File: src/adcsq_pkg.sv
// constants, encodings and timing for the converter control block
// assumes a single 250 MHz system clock and no bus: all controls are pins
// Contract
// - a falling conversion start edge while chip select is low begins a conversion.
// - start requests are ignored until the running conversion has finished.
// - busy stays low for the whole conversion and rises when it completes.
// - chip select and read low keep outputs enabled; host latches on busy rise.
// - with only chip select low, outputs stay three-state unless read is low.
// - joined read/start shows previous result during busy, new one after.
// - a joined read/start falling edge while idle starts a conversion, shows previous result.
// - both mode selects low route address and configuration pins straight through.
// - address and configuration follow pins while write is low, hold when high.
// - scan mode ignores address pins but keeps differential, gain, polarity inputs.
// - single-ended scan converts all eight channels in turn, then repeats.
// - differential scan walks four adjacent pairs from channels zero and one.
// - any change of the lower mode select clears the scan counter.
// - scan counter steps one or two per conversion; address reported with result.
// - sequencer memory holds 16 entries of six config bits plus end flag.
// - program/readback access drives busy low and blocks conversions.
// - any change of either mode select resets the sequencer pointer to zero.
// - write strobe rising with read high stores an entry and advances pointer.
// - last written entry ends the sequence; wrap after 16 starts fresh sequence.
// - readback read low drives status word on address and top three data pins.
// - readback read high returns the data pins to high impedance.
// - each readback read advances pointer, wraps after 16; lowest bit marks end.
// - sequence run converts current entry, advances, wraps after the end entry.

package adcsq_pkg;

	// ***************************************************************
	// synchronised input bit positions
	// ***************************************************************
	localparam int SYNC_W = 12;
	localparam int IX_CONV = 0;
	localparam int IX_CS = 1;
	localparam int IX_RD = 2;
	localparam int IX_WR = 3;
	localparam int IX_MU = 4;
	localparam int IX_ML = 5;
	localparam int IX_DIFFERENTIAL_SELECT = 6;
	localparam int IX_GAIN = 7;
	localparam int IX_POL = 8;
	localparam int IX_ADDR = 9;

	// ***************************************************************
	// configuration entry layout {differential_select, addr[2:0], polarity, gain}
	// ***************************************************************
	localparam int CFG_W = 6;
	localparam int CF_GAIN = 0;
	localparam int CF_POL = 1;
	localparam int CF_ADDR = 2;
	localparam int CF_DIFFERENTIAL_SELECT = 5;
	localparam int ADDR_W = 3;
	localparam int STAT_W = 7;
	localparam int STAT_LOW_W = 3;
	localparam logic [CFG_W-1:0] CFG_RST = 6'h00;

	// ***************************************************************
	// sequencer memory
	// ***************************************************************
	localparam int SEQ_DEPTH = 16;
	localparam int PTR_W = 4;
	localparam logic [PTR_W-1:0] PTR_ZERO = 4'h0;
	localparam logic [PTR_W-1:0] PTR_STEP = 4'h1;
	localparam logic [ADDR_W-1:0] SCAN_ZERO = 3'h0;
	localparam logic [ADDR_W-1:0] SCAN_STEP_SE = 3'h1;
	localparam logic [ADDR_W-1:0] SCAN_STEP_DIFFERENTIAL_SELECT = 3'h2;

	// ***************************************************************
	// timing
	// ***************************************************************
	localparam int CLK_PERIOD_PS = 4000;
	localparam int CONV_TIME_NS = 1400;
	localparam int CONV_CYCLES = (CONV_TIME_NS * 1000 + CLK_PERIOD_PS - 1) / CLK_PERIOD_PS;
	localparam int RES_W = 12;

	// ***************************************************************
	// types
	// ***************************************************************
	typedef enum logic [1:0] {
		MODE_DIRECT = 2'h0,
		MODE_SCAN = 2'h1,
		MODE_PROG = 2'h2,
		MODE_RUN = 2'h3
	} adcsq_mode_t;

	typedef enum logic [1:0] {
		ST_IDLE = 2'h1,
		ST_CONV = 2'h2
	} adcsq_state_t;

endpackage

File: src/adcsq_edge_sync.sv
// two-stage synchroniser with edge detection, one lane per input bit
// assumes inputs may change at any time relative to the clock
`timescale 1ns/1ps
`default_nettype none

module adcsq_edge_sync #(
	parameter int W = 12
) (
	input wire logic i_clk,
	input wire logic i_rst_n,
	input wire logic [W-1:0] i_pin,
	output logic [W-1:0] o_level,
	output logic [W-1:0] o_fall,
	output logic [W-1:0] o_rise
);

	// ***************************************************************
	// per-bit lanes
	// ***************************************************************
	genvar g;
	generate
		for (g = 0; g < W; g++) begin : g_lane
			logic meta_q;
			logic sync_q;
			logic last_q;
			// idle-high reset keeps strobes from firing at release for inputs held high; an input held low gives a fall strobe
			always_ff @(posedge i_clk or negedge i_rst_n) begin
				if (!i_rst_n) begin
					meta_q <= 1'b1;
					sync_q <= 1'b1;
					last_q <= 1'b1;
				end else begin
					meta_q <= i_pin[g];
					sync_q <= meta_q;
					last_q <= sync_q;
				end
			end
			// edges use only the second stage and its delayed copy
			assign o_level[g] = sync_q;
			assign o_fall[g] = last_q & ~sync_q;
			assign o_rise[g] = ~last_q & sync_q;
		end
	endgenerate

endmodule

`default_nettype wire

File: src/adcsq_seq_mem.sv
// sequencer memory: configuration array plus one end-of-sequence flag per entry
// assumes one write per cycle at the pointer it is given
`timescale 1ns/1ps
`default_nettype none

module adcsq_seq_mem #(
	parameter int DEPTH = adcsq_pkg::SEQ_DEPTH
) (
	input wire logic i_clk,
	input wire logic i_rst_n,
	input wire logic i_we,
	input wire logic [adcsq_pkg::PTR_W-1:0] i_ptr,
	input wire logic [adcsq_pkg::CFG_W-1:0] i_cfg,
	output logic [adcsq_pkg::CFG_W-1:0] o_cfg,
	output logic o_end
);

	// ***************************************************************
	// storage
	// ***************************************************************
	logic [adcsq_pkg::CFG_W-1:0] cfg_mem [DEPTH];
	logic [DEPTH-1:0] end_q;
	logic [DEPTH-1:0] end_d;

	// the newest write is the only end; this also discards older entries after a wrap
	assign end_d = {{(DEPTH-1){1'b0}}, 1'b1} << i_ptr;

	// array has no reset: contents only matter once programmed
	always_ff @(posedge i_clk) begin
		if (i_we) begin
			cfg_mem[i_ptr] <= i_cfg;
		end
	end

	always_ff @(posedge i_clk or negedge i_rst_n) begin
		if (!i_rst_n) begin
			end_q <= '0;
		end else if (i_we) begin
			end_q <= end_d;
		end
	end

	assign o_cfg = cfg_mem[i_ptr];
	assign o_end = end_q[i_ptr];

endmodule

`default_nettype wire

File: src/adcsq_top.sv
// converter control: start/busy handshake, output enables, direct, scan and sequencer modes
// assumes the converter core result is valid on I_CORE_RESULT when the count ends
`timescale 1ns/1ps
`default_nettype none

module adcsq_top #(
	parameter int RES_W = adcsq_pkg::RES_W,
	parameter int CONV_CYCLES = adcsq_pkg::CONV_CYCLES
) (
	input wire logic I_CLK_SYS,
	input wire logic I_RST_N,
	input wire logic I_CONVERSION_START_N,
	input wire logic I_CS_N,
	input wire logic I_RD_N,
	input wire logic I_WR_N,
	input wire logic I_MODE_SELECT_UPPER,
	input wire logic I_MODE_SELECT_LOWER,
	input wire logic I_DIFFERENTIAL_SELECT,
	input wire logic I_GAIN_RANGE_SELECT,
	input wire logic I_POLARITY_SELECT,
	input wire logic [adcsq_pkg::ADDR_W-1:0] I_MUX_ADDRESS_IN,
	input wire logic [RES_W-1:0] I_CORE_RESULT,
	output logic O_BUSY_N,
	output logic O_CORE_START,
	output logic [adcsq_pkg::ADDR_W-1:0] O_MUX_SELECT,
	output logic O_MUX_DIFFERENTIAL,
	output logic O_MUX_GAIN,
	output logic O_MUX_POLARITY,
	output logic [RES_W-1:0] O_DATA_OUT,
	output logic [RES_W-1:0] O_DATA_OE_N,
	output logic [adcsq_pkg::ADDR_W-1:0] O_MUX_ADDRESS_OUT,
	output logic O_DIFFERENTIAL_FLAG_OUT,
	output logic O_ADDRESS_OE_N
);

	// ***************************************************************
	// input synchronisation
	// ***************************************************************
	logic [adcsq_pkg::SYNC_W-1:0] pin_raw;
	logic [adcsq_pkg::SYNC_W-1:0] lvl;
	logic [adcsq_pkg::SYNC_W-1:0] fall;
	logic [adcsq_pkg::SYNC_W-1:0] rise;

	assign pin_raw = {I_MUX_ADDRESS_IN, I_POLARITY_SELECT, I_GAIN_RANGE_SELECT,
		I_DIFFERENTIAL_SELECT, I_MODE_SELECT_LOWER, I_MODE_SELECT_UPPER,
		I_WR_N, I_RD_N, I_CS_N, I_CONVERSION_START_N};

	adcsq_edge_sync #(
		.W(adcsq_pkg::SYNC_W)
	) u_sync (
		.i_clk(I_CLK_SYS),
		.i_rst_n(I_RST_N),
		.i_pin(pin_raw),
		.o_level(lvl),
		.o_fall(fall),
		.o_rise(rise)
	);

	// ***************************************************************
	// decoded pins and mode
	// ***************************************************************
	wire cs_act = ~lvl[adcsq_pkg::IX_CS];
	wire rd_act = ~lvl[adcsq_pkg::IX_RD];
	wire wr_act = ~lvl[adcsq_pkg::IX_WR];
	adcsq_pkg::adcsq_mode_t mode;
	assign mode = adcsq_pkg::adcsq_mode_t'({lvl[adcsq_pkg::IX_MU], lvl[adcsq_pkg::IX_ML]});
	wire lower_chg = rise[adcsq_pkg::IX_ML] | fall[adcsq_pkg::IX_ML];
	wire mode_chg = lower_chg | rise[adcsq_pkg::IX_MU] | fall[adcsq_pkg::IX_MU];
	wire in_direct = (mode == adcsq_pkg::MODE_DIRECT);
	wire in_scan = (mode == adcsq_pkg::MODE_SCAN);
	wire in_prog = (mode == adcsq_pkg::MODE_PROG);
	wire in_run = (mode == adcsq_pkg::MODE_RUN);

	// configuration pins gathered as one entry
	logic [adcsq_pkg::CFG_W-1:0] pin_cfg;
	assign pin_cfg = lvl[adcsq_pkg::SYNC_W-1:adcsq_pkg::IX_DIFFERENTIAL_SELECT] == '0 ? '0 :
		{lvl[adcsq_pkg::IX_DIFFERENTIAL_SELECT], lvl[adcsq_pkg::IX_ADDR +: adcsq_pkg::ADDR_W],
		lvl[adcsq_pkg::IX_POL], lvl[adcsq_pkg::IX_GAIN]};

	// ***************************************************************
	// write-strobe latch of address and configuration
	// ***************************************************************
	logic [adcsq_pkg::CFG_W-1:0] cfg_q;
	logic [adcsq_pkg::CFG_W-1:0] live_cfg;

	// transparent while write is low, frozen from its rising edge on
	always_ff @(posedge I_CLK_SYS or negedge I_RST_N) begin
		if (!I_RST_N) begin
			cfg_q <= adcsq_pkg::CFG_RST;
		end else if (wr_act) begin
			cfg_q <= pin_cfg;
		end
	end
	assign live_cfg = wr_act ? pin_cfg : cfg_q;

	// ***************************************************************
	// conversion state machine
	// ***************************************************************
	adcsq_pkg::adcsq_state_t state_q;
	adcsq_pkg::adcsq_state_t state_d;
	logic [15:0] cnt_q;
	logic [15:0] cnt_d;
	localparam logic [15:0] CNT_LAST = 16'(CONV_CYCLES - 1);

	wire converting = (state_q == adcsq_pkg::ST_CONV);
	// a start is only seen while idle, so repeats during a conversion are dropped
	wire start_ok = fall[adcsq_pkg::IX_CONV] & cs_act & ~converting & ~in_prog;
	wire conv_done = converting & (cnt_q == CNT_LAST);

	always_comb begin
		state_d = state_q;
		cnt_d = cnt_q;
		unique case (state_q)
			adcsq_pkg::ST_IDLE: begin
				if (start_ok) begin
					state_d = adcsq_pkg::ST_CONV;
					cnt_d = '0;
				end
			end
			adcsq_pkg::ST_CONV: begin
				if (conv_done) begin
					state_d = adcsq_pkg::ST_IDLE;
				end else begin
					cnt_d = cnt_q + 16'h0001;
				end
			end
			default: begin
				state_d = adcsq_pkg::ST_IDLE;
			end
		endcase
	end

	always_ff @(posedge I_CLK_SYS or negedge I_RST_N) begin
		if (!I_RST_N) begin
			state_q <= adcsq_pkg::ST_IDLE;
			cnt_q <= 16'h0000;
		end else begin
			state_q <= state_d;
			cnt_q <= cnt_d;
		end
	end

	// ***************************************************************
	// sequencer pointer and memory
	// ***************************************************************
	logic [adcsq_pkg::PTR_W-1:0] ptr_q;
	logic [adcsq_pkg::CFG_W-1:0] mem_cfg;
	logic mem_end;
	logic run_end_q;
	logic conv_scan_q;
	logic conv_run_q;
	logic [adcsq_pkg::CFG_W-1:0] mux_q;

	wire prog_wr = in_prog & rise[adcsq_pkg::IX_WR] & ~rd_act;
	wire rb_step = in_prog & ~wr_act & rise[adcsq_pkg::IX_RD];
	wire run_step = conv_done & conv_run_q;

	adcsq_seq_mem #(
		.DEPTH(adcsq_pkg::SEQ_DEPTH)
	) u_mem (
		.i_clk(I_CLK_SYS),
		.i_rst_n(I_RST_N),
		.i_we(prog_wr),
		.i_ptr(ptr_q),
		.i_cfg(pin_cfg),
		.o_cfg(mem_cfg),
		.o_end(mem_end)
	);

	// mode change wins: pointer is always known to restart at zero
	always_ff @(posedge I_CLK_SYS or negedge I_RST_N) begin
		if (!I_RST_N) begin
			ptr_q <= adcsq_pkg::PTR_ZERO;
		end else if (mode_chg) begin
			ptr_q <= adcsq_pkg::PTR_ZERO;
		end else if (prog_wr || rb_step) begin
			ptr_q <= ptr_q + adcsq_pkg::PTR_STEP;
		end else if (run_step) begin
			ptr_q <= run_end_q ? adcsq_pkg::PTR_ZERO : ptr_q + adcsq_pkg::PTR_STEP;
		end
	end

	// ***************************************************************
	// scan counter
	// ***************************************************************
	logic [adcsq_pkg::ADDR_W-1:0] scan_q;

	always_ff @(posedge I_CLK_SYS or negedge I_RST_N) begin
		if (!I_RST_N) begin
			scan_q <= adcsq_pkg::SCAN_ZERO;
		end else if (lower_chg) begin
			scan_q <= adcsq_pkg::SCAN_ZERO;
		end else if (conv_done && conv_scan_q) begin
			// pairs step by two so the counter stays on the even channel
			scan_q <= scan_q + (mux_q[adcsq_pkg::CF_DIFFERENTIAL_SELECT] ?
				adcsq_pkg::SCAN_STEP_DIFFERENTIAL_SELECT : adcsq_pkg::SCAN_STEP_SE);
		end
	end

	// ***************************************************************
	// multiplexer selection
	// ***************************************************************
	logic [adcsq_pkg::CFG_W-1:0] sel_cfg;
	logic [adcsq_pkg::CFG_W-1:0] scan_cfg;

	// scan keeps differential_select, gain and polarity from the pins, address from the counter
	assign scan_cfg = {live_cfg[adcsq_pkg::CF_DIFFERENTIAL_SELECT], scan_q,
		live_cfg[adcsq_pkg::CF_POL], live_cfg[adcsq_pkg::CF_GAIN]};
	assign sel_cfg = in_scan ? scan_cfg : (in_run ? mem_cfg : live_cfg);

	// selection tracks while idle and is frozen for the whole conversion
	always_ff @(posedge I_CLK_SYS or negedge I_RST_N) begin
		if (!I_RST_N) begin
			mux_q <= adcsq_pkg::CFG_RST;
			conv_scan_q <= 1'b0;
			conv_run_q <= 1'b0;
			run_end_q <= 1'b0;
		end else if (!converting) begin
			mux_q <= sel_cfg;
			conv_scan_q <= in_scan;
			conv_run_q <= in_run;
			run_end_q <= mem_end;
		end
	end

	assign O_MUX_SELECT = mux_q[adcsq_pkg::CF_ADDR +: adcsq_pkg::ADDR_W];
	assign O_MUX_DIFFERENTIAL = mux_q[adcsq_pkg::CF_DIFFERENTIAL_SELECT];
	assign O_MUX_GAIN = mux_q[adcsq_pkg::CF_GAIN];
	assign O_MUX_POLARITY = mux_q[adcsq_pkg::CF_POL];

	// ***************************************************************
	// result and reported address
	// ***************************************************************
	logic [RES_W-1:0] result_q;
	logic [adcsq_pkg::ADDR_W-1:0] res_addr_q;
	logic res_differential_select_q;

	// old result stays visible until the conversion ends
	always_ff @(posedge I_CLK_SYS or negedge I_RST_N) begin
		if (!I_RST_N) begin
			result_q <= '0;
			res_addr_q <= adcsq_pkg::SCAN_ZERO;
			res_differential_select_q <= 1'b0;
		end else if (conv_done) begin
			result_q <= I_CORE_RESULT;
			res_addr_q <= mux_q[adcsq_pkg::CF_ADDR +: adcsq_pkg::ADDR_W];
			res_differential_select_q <= mux_q[adcsq_pkg::CF_DIFFERENTIAL_SELECT];
		end
	end

	// ***************************************************************
	// output pins and enables
	// ***************************************************************
	logic [adcsq_pkg::STAT_W-1:0] status;
	logic [RES_W-1:0] data_d;
	logic [RES_W-1:0] data_oe_n_d;
	logic [adcsq_pkg::ADDR_W-1:0] aout_d;
	logic dflag_d;
	logic aoe_n_d;

	// bypass so the new result meets the pins at the edge that raises busy
	wire [RES_W-1:0] res_now = conv_done ? I_CORE_RESULT : result_q;
	wire [adcsq_pkg::ADDR_W-1:0] addr_now = conv_done ?
		mux_q[adcsq_pkg::CF_ADDR +: adcsq_pkg::ADDR_W] : res_addr_q;
	wire differential_select_now = conv_done ? mux_q[adcsq_pkg::CF_DIFFERENTIAL_SELECT] : res_differential_select_q;

	// status word: {differential_select, addr, polarity, gain, end flag}
	assign status = {mem_cfg, mem_end};
	wire rb_read = in_prog & ~wr_act & cs_act & rd_act;
	wire norm_read = ~in_prog & cs_act & rd_act;

	always_comb begin
		data_d = res_now;
		data_oe_n_d = {RES_W{1'b1}};
		aout_d = addr_now;
		dflag_d = differential_select_now;
		aoe_n_d = 1'b1;
		if (rb_read) begin
			// only the top data bits carry status; the rest stay released
			data_d = '0;
			data_d[RES_W-1 -: adcsq_pkg::STAT_LOW_W] = status[adcsq_pkg::STAT_LOW_W-1:0];
			data_oe_n_d[RES_W-1 -: adcsq_pkg::STAT_LOW_W] = '0;
			aout_d = status[adcsq_pkg::STAT_W-2 -: adcsq_pkg::ADDR_W];
			dflag_d = status[adcsq_pkg::STAT_W-1];
			aoe_n_d = 1'b0;
		end else if (norm_read) begin
			data_oe_n_d = '0;
			aoe_n_d = 1'b0;
		end
	end

	// registered pins: one cycle behind the synchronised strobes
	always_ff @(posedge I_CLK_SYS or negedge I_RST_N) begin
		if (!I_RST_N) begin
			O_DATA_OUT <= '0;
			O_DATA_OE_N <= '1;
			O_MUX_ADDRESS_OUT <= adcsq_pkg::SCAN_ZERO;
			O_DIFFERENTIAL_FLAG_OUT <= 1'b0;
			O_ADDRESS_OE_N <= 1'b1;
		end else begin
			O_DATA_OUT <= data_d;
			O_DATA_OE_N <= data_oe_n_d;
			O_MUX_ADDRESS_OUT <= aout_d;
			O_DIFFERENTIAL_FLAG_OUT <= dflag_d;
			O_ADDRESS_OE_N <= aoe_n_d;
		end
	end

	// ***************************************************************
	// busy and core start
	// ***************************************************************
	always_ff @(posedge I_CLK_SYS or negedge I_RST_N) begin
		if (!I_RST_N) begin
			O_BUSY_N <= 1'b1;
			O_CORE_START <= 1'b0;
		end else begin
			O_BUSY_N <= ~(state_d == adcsq_pkg::ST_CONV) & ~in_prog;
			O_CORE_START <= start_ok;
		end
	end

endmodule

`default_nettype wire

File: config.mk
export PLATFORM = sky130hd
export DESIGN_NAME = adcsq_top
export DESIGN_NICKNAME = d
export VERILOG_FILES = /design/src/adcsq_pkg.sv /design/src/adcsq_edge_sync.sv /design/src/adcsq_seq_mem.sv /design/src/adcsq_top.sv
export SDC_FILE = /design/constraint.sdc
export NUM_CORES = 1
export LEC_CHECK = 0
export BUFFER_PORTS_ARGS = -buffer_cell sky130_fd_sc_hd__buf_2
export CORE_AREA = 2 2 142 144
export CTS_CLUSTER_SIZE = 30
export DETAILED_ROUTE_END_ITERATION = 8
export DIE_AREA = 0 0 144 146
export GPL_TIMING_DRIVEN = 0
export PLACE_DENSITY_LB_ADDON = 0.2
export SYNTH_ARGS = -nofsm -noshare
export SYNTH_HDL_FRONTEND = slang
export SYNTH_HIERARCHICAL = 1
export SYNTH_SLANG_ARGS = --single-unit
export TNS_END_PERCENT = 10
File: constraint.sdc
create_clock -name I_CLK_SYS -period 3.7 [get_ports I_CLK_SYS]
set_input_delay 0.925 -clock I_CLK_SYS [delete_from_list [all_inputs] [get_ports I_CLK_SYS]]
set_output_delay 0.925 -clock I_CLK_SYS [all_outputs]
set_load 0.01 [all_outputs]
Word-level counts from Yosys, hierarchy flattened
Memory sizes are Yosys's and may differ from the RTL's.
Index checks and enable logic that the tools add are counted.

storage, ports and cells
  memories kept = 1
  bits in registers = 132
  word-level logic and storage cells = 139
  memory bits (writable) = 96

cells by class
  equality and inequality tests = 9
  shift-type cells = 1
  multiplexer cells = 32
  $lt $le $gt $ge = 1
  bitwise operators = 36
  reduce and logical (&&, ||, !) cells = 7
  add/subtract/negate cells = 3

memory list
  memory         depth  bits a word  read ports  clocked after Yosys merged registers in  write ports  RTL line             text
  u_mem.cfg_mem  16     6            1           0                                        1            adcsq_seq_mem.sv:21  logic [adcsq_pkg::CFG_W-1:0] cfg_mem [DEPTH];

operators by type and width
  cell                     count
  $mux W12                 3
  $mux W16                 2
  $pmux W16 S2             1
  $mux W6                  4
  $and A1 B1 Y1            21
  $add A16 B1 Y16 const B  1
  $eq A16 B9 Y1 const B    1
  $mux W4                  4
  $shl A1 B4 Y16 const A   1
  $mux W3                  5
  $not A1 Y1               12
  $mux W9                  1
  $eq A2 B2 Y1 const B     4
  $mux W1                  7
  $logic_not A6 Y1         1
  $mux W2                  3
  $lt A4 B5 Y1 const B     1
  $add A4 B1 Y4 const B    1
  $bmux W1 S4              1
  $eq A2 B1 Y1 const B     2
  $ne A2 B2 Y1 const B     2
  $pmux W2 S2              1
  $reduce_bool A2 Y1       2
  $add A3 B2 Y3            1
  5 further kinds          7

Logic depth before layout (Yosys ltp)
Gate-level depths: netlist of run 1.

  depth in word-level cells = 10
  depth in mapped cells = 9

Hierarchy
Netlist of run 1, hierarchy kept.

modules (own cells, without submodules)
  module           cells an instance  instances  seq. area each (µm²)  area each (µm²)
  adcsq_seq_mem    216                1          3,283.1               4,426.7
  adcsq_top        323                1          1,906.8               3,582.2
  adcsq_edge_sync  72                 1          945.9                 1,246.2

Worst setup path after synthesis of run 1
No wires, ideal clock.

  path type = reg2reg
  from = register u_sync.g_lane[4].sync_q
  to = memory u_mem/cfg_mem[0][0] (netlist name) (enable)
  data required time = 3.321 ns
  arrival time = 2.352 ns
  library setup time = 0.379 ns
  clock period less this slack = 2.731 ns
  stages on the path, launching flop included = 8
  buffers on the path = 3
  slack = 0.969 ns
  cells stage by stage = dfstp_2 buf_4 clkbuf_1 nand2b_1 clkbuf_1 nor2_1 or3b_2 nor3_1

between the ends
  cells in the longest elaborated chain, start to end = 5

ends and longest elaborated chain
  what                           RTL line               text
  start, declared                adcsq_edge_sync.sv:24  logic sync_q;
  start signal, assigned         adcsq_edge_sync.sv:34  sync_q <= meta_q;
  $eq A2 B2 Y1                   adcsq_top.sv:71        wire in_prog = (mode == adcsq_pkg::MODE_PROG);
  $and A1 B1 Y1 (2 in a row)     adcsq_top.sv:154       wire prog_wr = in_prog & rise[adcsq_pkg::IX_WR] & ~rd_act;
  net prog_wr                    adcsq_top.sv:154
  $mux W1                        adcsq_seq_mem.sv:30    if (i_we) begin
  $mux W1 (implied by the code)  adcsq_seq_mem.sv:31    cfg_mem[i_ptr] <= i_cfg;
  end, declared                  adcsq_seq_mem.sv:21

The timed path passes the listed nets, and every way through them passes these cells.

Final worst setup path of run 1
  from = register u_sync.g_lane[4].sync_q
  to = memory u_mem/cfg_mem[0][4] (netlist name) (enable)

Same word-level chain as after synthesis.

==> impl_metrics.yaml, run 1 <==
run_status:
  status: "finished clean"
detailed_routing:
  drc: 0
  ant_nets: 0
  viasPerCell: 5.261
  dr.pass1.iters: 5
  vias: 5040
  avgRoutedWirePerCell_um: 18.66
  drt_iter0_markers: 460
  wirelength_um: 17880
floorplanning:
  die_y_um: 146
  start_util: 0.4611
  die-area_um2: 21020
  ios: 63
  die_w_um: 144
  core.rowCount: 51
  core_um2: 19330
power:
  ir_worst_vdd_uv: 274.6
  p_leak_nw: 4.278
  powerDensity_nw_per_um2: 516.1
finish:
  nets: 708
  multi_input_area_um2: 2606
  finalNonFillerCells: 958
  syn2layout_area_growth_pct: 16.38
  n_antenna_cell: 0
  register_area_um2: 5952
  nFillCells: 1588
  drive_above_1_share: 0.3189
place:
  dp_cells: 914
  dp_hpwl_um: 12040
  dp_worst_setup_slack_ns: 0.2340
  port_buffers: 62
  gp_congestion: 0.8176
critical_path:
  endpoint_kind: "flip-flop"
  path_common_cell: "clkbuf_1"
  cp_data_arrival_time_ns: 3.60
  path_buf_inv: 3
  critPathMaxFanout: 8
  critPathTopFamily: "simple AND/OR/NAND/NOR gates"
  critPathLaunchType: "flip-flop"
  max_stage_delay_ns: 0.82
  critical-path-slowest-cell: "nor3_1"
  path_class: "flip-flop to flip-flop"
  path_cells: "buf_4 -> clkbuf_1 -> nand2b_1 -> clkbuf_1 -> nor2_1 -> or3b_2 -> nor3_1"
  worstPathRequired_ns: 3.82
clocking:
  htree_levels: 1
  post-cts-setup-buffers: 0
  cts_buffers: 24
  cts_tree: "done"
  root_buffer: "clkbuf_16"
  clk_latency_ns: 0.51
  clk_pin_slew_worst_paths_ns: 0.06
  holdBufCountCts: 0
  clock_sinks: 217
  clockBufferDepth: 3
  post_cts_resized: 0
timing:
  hold_ws_ns: 0.2882
  drv_slew: 0
  slew_headroom: 0.1959
  rsz0062_at_grt: "false"
  worst_slew_pin_slew_ns: 1.197
  skew_ns: 0.009436
  min_period_ns: 3.476
  fmax_mhz: 287.7
  setup_viol: 0
  min_period_over_period: 0.9396
  hold_viol_final: 0
  finalWorstSetupSlack_ns: 0.2236
  setup_tns_ns: 0
yosys:
  syn_area_per_cell_um2: 15.21
  netlist_area_um2: 8915
  ys_warn_count: 6
  syn_nets: 619
  syn_inst: 586
global_routing:
  grt_max_degree: 91
  gr-total-overflow: 0
  gr-usage-all-layers: 0.1748
  grt_pass1_vias: 5192
  antenna_found_initial: 0
  grt_pass1_wl_um: 28470
min_path:
  hold_class: "input port to asynchronous set/reset pin"
run:
  maxCapViolCount: 0
## power breakdown
group | switching (W) | internal (W)
clock | 0.000899 | 0.00143
sequential | 0.0000348 | 0.00259
combinational | 0.000256 | 0.000138
total | 0.00119 | 0.00416
## path summary, 6_finish.rpt
kind,start,end,slack (ns),cells after the start
setup reg to reg,u_sync/g_lane[4].sync_q,u_mem/cfg_mem[0][4],0.22,7
hold / removal,I_RST_N,cnt_q[6],0.29,1
max in group asynchronous,I_RST_N,u_sync/g_lane[7].sync_q,2.66,2
min in group I_CLK_SYS,u_sync/g_lane[0].meta_q,u_sync/g_lane[0].sync_q,0.35,0
hold reg to reg,u_sync/g_lane[0].meta_q,u_sync/g_lane[0].sync_q,0.35,0
setup / recovery,u_sync/g_lane[4].sync_q,u_mem/cfg_mem[0][4],0.22,7
## per-stage QoR
step / total power (W) / cell area, µm² / utilization
finish: 0.005354 / 10380 / 0.5366
global placement: 0.003058 / 9557 / 0.4943
floorplan: 0.002910 / 8915 / -
detailed placement: 0.003073 / 9590 / 0.4960
global route: 0.005588 / 10380 / 0.5366
CTS: 0.005431 / 10380 / 0.5366
## area by class of cell
class,instances,share of cell area
Clock inverter,16,0.01423
Clock buffer,28,0.06138
Sequential cell,217,0.5737
Buffer,51,0.03075
Timing Repair Buffer,63,0.03316
Multi-Input combinational cell,308,0.2512
Tap cell,265,0.03196
Inverter,10,0.003618
## sequential cells by signal, summed over array words and instances, names as in the netlist, 4 cells and up
register              cells
O_DATA_OUT               12
cfg_q                     6
cnt_q                    16
mux_q                     6
ptr_q                     4
result_q                 12
u_mem/cfg_mem            96
u_mem/end_q              16
u_sync/g_lane.last_q      5
u_sync/g_lane.meta_q     12
u_sync/g_lane.sync_q     12
## routing by layer
| metal | track usage | vias up | share of wire |
|---|---|---|---|
| li1 | - | 2323 | - |
| met1 | 0.2385 | 2554 | 0.43 |
| met2 | 0.2962 | 139 | 0.50 |
| met3 | 0.03060 | 24 | 0.054 |
| met4 | 0.03480 | 0 | 0.015 |
| met5 | 0 | - | 0 |
## cell usage in the layout (no fill, tap or decap), types with 16 or more instances in the layout
| cell type | count |
|---|---|
| edfxtp_1 | 96 |
| mux2_2 | 22 |
| o21ai_0 | 22 |
| dfstp_2 | 33 |
| buf_4 | 23 |
| clkbuf_16 | 25 |
| buf_2 | 63 |
| mux4_2 | 16 |
| dfrtp_1 | 88 |
| clkbuf_1 | 25 |
| nand2_1 | 36 |
| a21o_1 | 16 |
| nor2_1 | 29 |
No activity file was read; power rests on OpenSTA's default activity.
==> run 2, diff against run 1 <==
Settings changed: CORE_AREA 2 2 142 144 to 2 2 140 142, DIE_AREA 0 0 144 146 to 0 0 142 144, SYNTH_HIERARCHICAL 1 to unset.
==> run 2 against run 1 <==
Against the previous run: largest cell class unchanged; clock power decreased by 3%; combinational power increased by 7.1%; critical path depth decreased by 2; critical path type unchanged; utilization up 0.74 points; critical endpoint is now u_mem.cfg_mem[9][5].
==> impl_metrics.yaml, run 2 <==
run_status:
  status: "finished clean"
place:
  dp_hpwl_um: 13190
  port_buffers: 62
  place_area_um2: 9622
  gp_congestion: 0.8802
  dp_cells: 921
yosys:
  yosys-top-cells-area: "edfxtp_1 (32%), dfrtp_1 (25%), dfstp_2 (9.7%)"
  synth_most_common_cell: "edfxtp_1"
  netlist_area_um2: 8980
  syn_area_per_cell_um2: 14.48
  yosys.cell_types.count: 63
  yosys-top-cells-count: "edfxtp_1 (96), dfrtp_1 (88), nand2_1 (65), nor2_1 (46), dfstp_2 (33)"
  syn_nets: 658
  synth-main-ff-cell: "edfxtp_1"
  synthDominantCellAreaShare: 0.3210
  synth_edf_count: 96
  synth-seq-cells: 217
  ys_seq_area_frac: 0.6628
  syn_inst: 620
  ys_warn_count: 0
  async_flop_share: 0.5576
  netlist.top_cell.by_area: "edfxtp_1"
power:
  switchingPower_w: 0.001201
  power.share.sequential: 0.495
  ir_worst_vdd_uv: 362.1
  powerDensity_nw_per_um2: 513.0
  internal_power_w: 0.004123
  swShare: 0.2256
  combinationalPowerShare: 0.079
  p_leak_nw: 4.129
  clkPwrFrac: 0.426
global_routing:
  top_usage_layer: "met2"
  grt_util_met2: 0.3064
  antenna_found_initial: 0
  global_route.usage.met3: 0.03543
  gr-total-overflow: 0
  grt_pass1_vias: 5429
  gr-usage-all-layers: 0.1927
  grt_pass1_wl_um: 30160
  grt_max_degree: 66
  grt_use_met1: 0.2700
detailed_routing:
  avgRoutedWirePerCell_um: 19.94
  dr.pass1.iters: 4
  vias: 5328
  drt_iter0_markers: 316
  wirelength_um: 19200
  ant_nets: 0
  drc: 0
  viasPerCell: 5.533
min_path:
  hp-start: "u_sync.g_lane[3].meta_q"
  hold_class: "flip-flop to flip-flop"
  hold_depth: 0
  min_to: "u_sync.g_lane[3].sync_q"
timing:
  fmax_mhz: 371.1
  setup_tns_ns: 0
  hold_viol_final: 0
  drv_slew: 0
  rsz0062_at_grt: "false"
  min_period_ns: 2.694
  setup_viol: 0
  min_period_over_period: 0.7282
  skew_ns: 0.01366
  slew_headroom: 0.4206
  worst_slew_pin_slew_ns: 0.8692
finish:
  fin_area_um2: 10380
  postLayoutCoreUtil: 0.5440
  finalNonFillerCells: 963
  largest_registers: "u_mem.cfg_mem x96, cnt_q x16, u_mem.end_q x16"
  syn2layout_area_growth_pct: 15.58
  final_common_cell: "edfxtp_1"
  layout_common_cells: "edfxtp_1 (96), dfrtp_1 (88), buf_2 (73)"
  largest_reg_flops: 96
  drive_above_1_share: 0.2910
  n_antenna_cell: 0
  regMostFlops: "u_mem.cfg_mem"
  nFillCells: 1555
  nets: 746
clocking:
  post_cts_resized: 0
  holdBufCountCts: 0
  root_buffer: "clkbuf_16"
  clock_sinks: 217
  htree_levels: 1
  cts_buffers: 23
  post-cts-setup-buffers: 0
  clockBufferDepth: 3
  cts_tree: "done"
  clk_pin_slew_worst_paths_ns: 0.06
  clk_latency_ns: 0.51
floorplanning:
  die_y_um: 144
  core.rowCount: 51
  die-area_um2: 20450
  start_util: 0.4707
  die_w_um: 142
  ios: 63
  core_um2: 19080
critical_path:
  critPathLaunchType: "flip-flop"
  rr_worst_depth: 5
  r2r_start: "u_sync.g_lane[3].sync_q"
  cp_data_arrival_time_ns: 2.82
  reg2reg_to: "u_mem.cfg_mem[9][5]"
  rrSetupSlack_ns: 1.01
  path_class: "flip-flop to flip-flop"
  worstPathRequired_ns: 3.83
  endpoint_kind: "flip-flop"
  critPathMaxFanout: 8
run:
  maxCapViolCount: 0
## run 2: worst max-delay path by stage
stage	from	slack, ns	cells past startpoint	endpoint
after floorplan	state_q[0]	1.64	7	cnt_q[10]
after global placement	I_RST_N	0.36	1	result_q[4]
after detailed placement	u_sync.g_lane[3].sync_q	1.03	5	u_mem.cfg_mem[4][5]
after CTS	u_sync.g_lane[3].sync_q	1.02	5	u_mem.cfg_mem[5][2]
after global routing	u_sync.g_lane[3].sync_q	0.83	5	u_mem.cfg_mem[14][1]
final	u_sync.g_lane[3].sync_q	1.01	5	u_mem.cfg_mem[9][5]
## run 2: per-layer routing
metal	share of wire	wire, µm
met5	0	0
met4	0.023	450
met3	0.056	1081
met2	0.47	9020
met1	0.45	8647
## run 2: layout make-up
cell class | count | area (µm²) | share of cell area
well taps | 238 | 297.8 | 0.02869
repair buffers | 63 | 344.1 | 0.03315
multi-input cells | 343 | 2678 | 0.2580
inverters | 13 | 48.80 | 0.004702
plain buffers | 47 | 301.5 | 0.02905
flip-flops and latches | 217 | 5952 | 0.5735
clock buffers | 32 | 649.4 | 0.06257
clock inverters | 10 | 107.6 | 0.01037
## run 2: metrics by stage
stage	total power [W]	worst slack, ns	hold slack [ns]
3_3_place_gp	0.003081	0.3558	0.3456
3_5_place_dp	0.003105	1.030	0.3472
6_report	0.005324	1.006	0.3530
2_1_floorplan	0.002945	1.639	0.3452
4_1_cts	0.005382	1.023	0.3541
5_1_grt	0.005530	0.8280	0.3526
## run 2: power groups by stage
stage	Combinational (W)	Clock [W]	Sequential [W]
2_1_floorplan	0.000271	0	0.00267
3_3_place_gp	0.000405	0	0.00268
3_5_place_dp	0.000425	0	0.00268
4_1_cts	0.000428	0.00232	0.00263
5_1_grt	0.000469	0.00242	0.00264
6_report	0.000422	0.00227	0.00264
## run 2: kinds of logic after synthesis
kind of cell	after synthesis	synth area share
flops	217	0.6628
mux	49	0.09684
compound gates	81	0.06173
fa+ha+maj	12	0.01756
xor+xnor	14	0.01365
buf+inv	60	0.03901
simple gates	187	0.1084
## run 2: worst max-delay path: stages (launching register included)
cell      delay, ns
dfstp_2        0.53
buf_2          0.19
nand4b_1       0.22
nor2_1         0.46
nand2_1        0.28
nor2_1         0.64
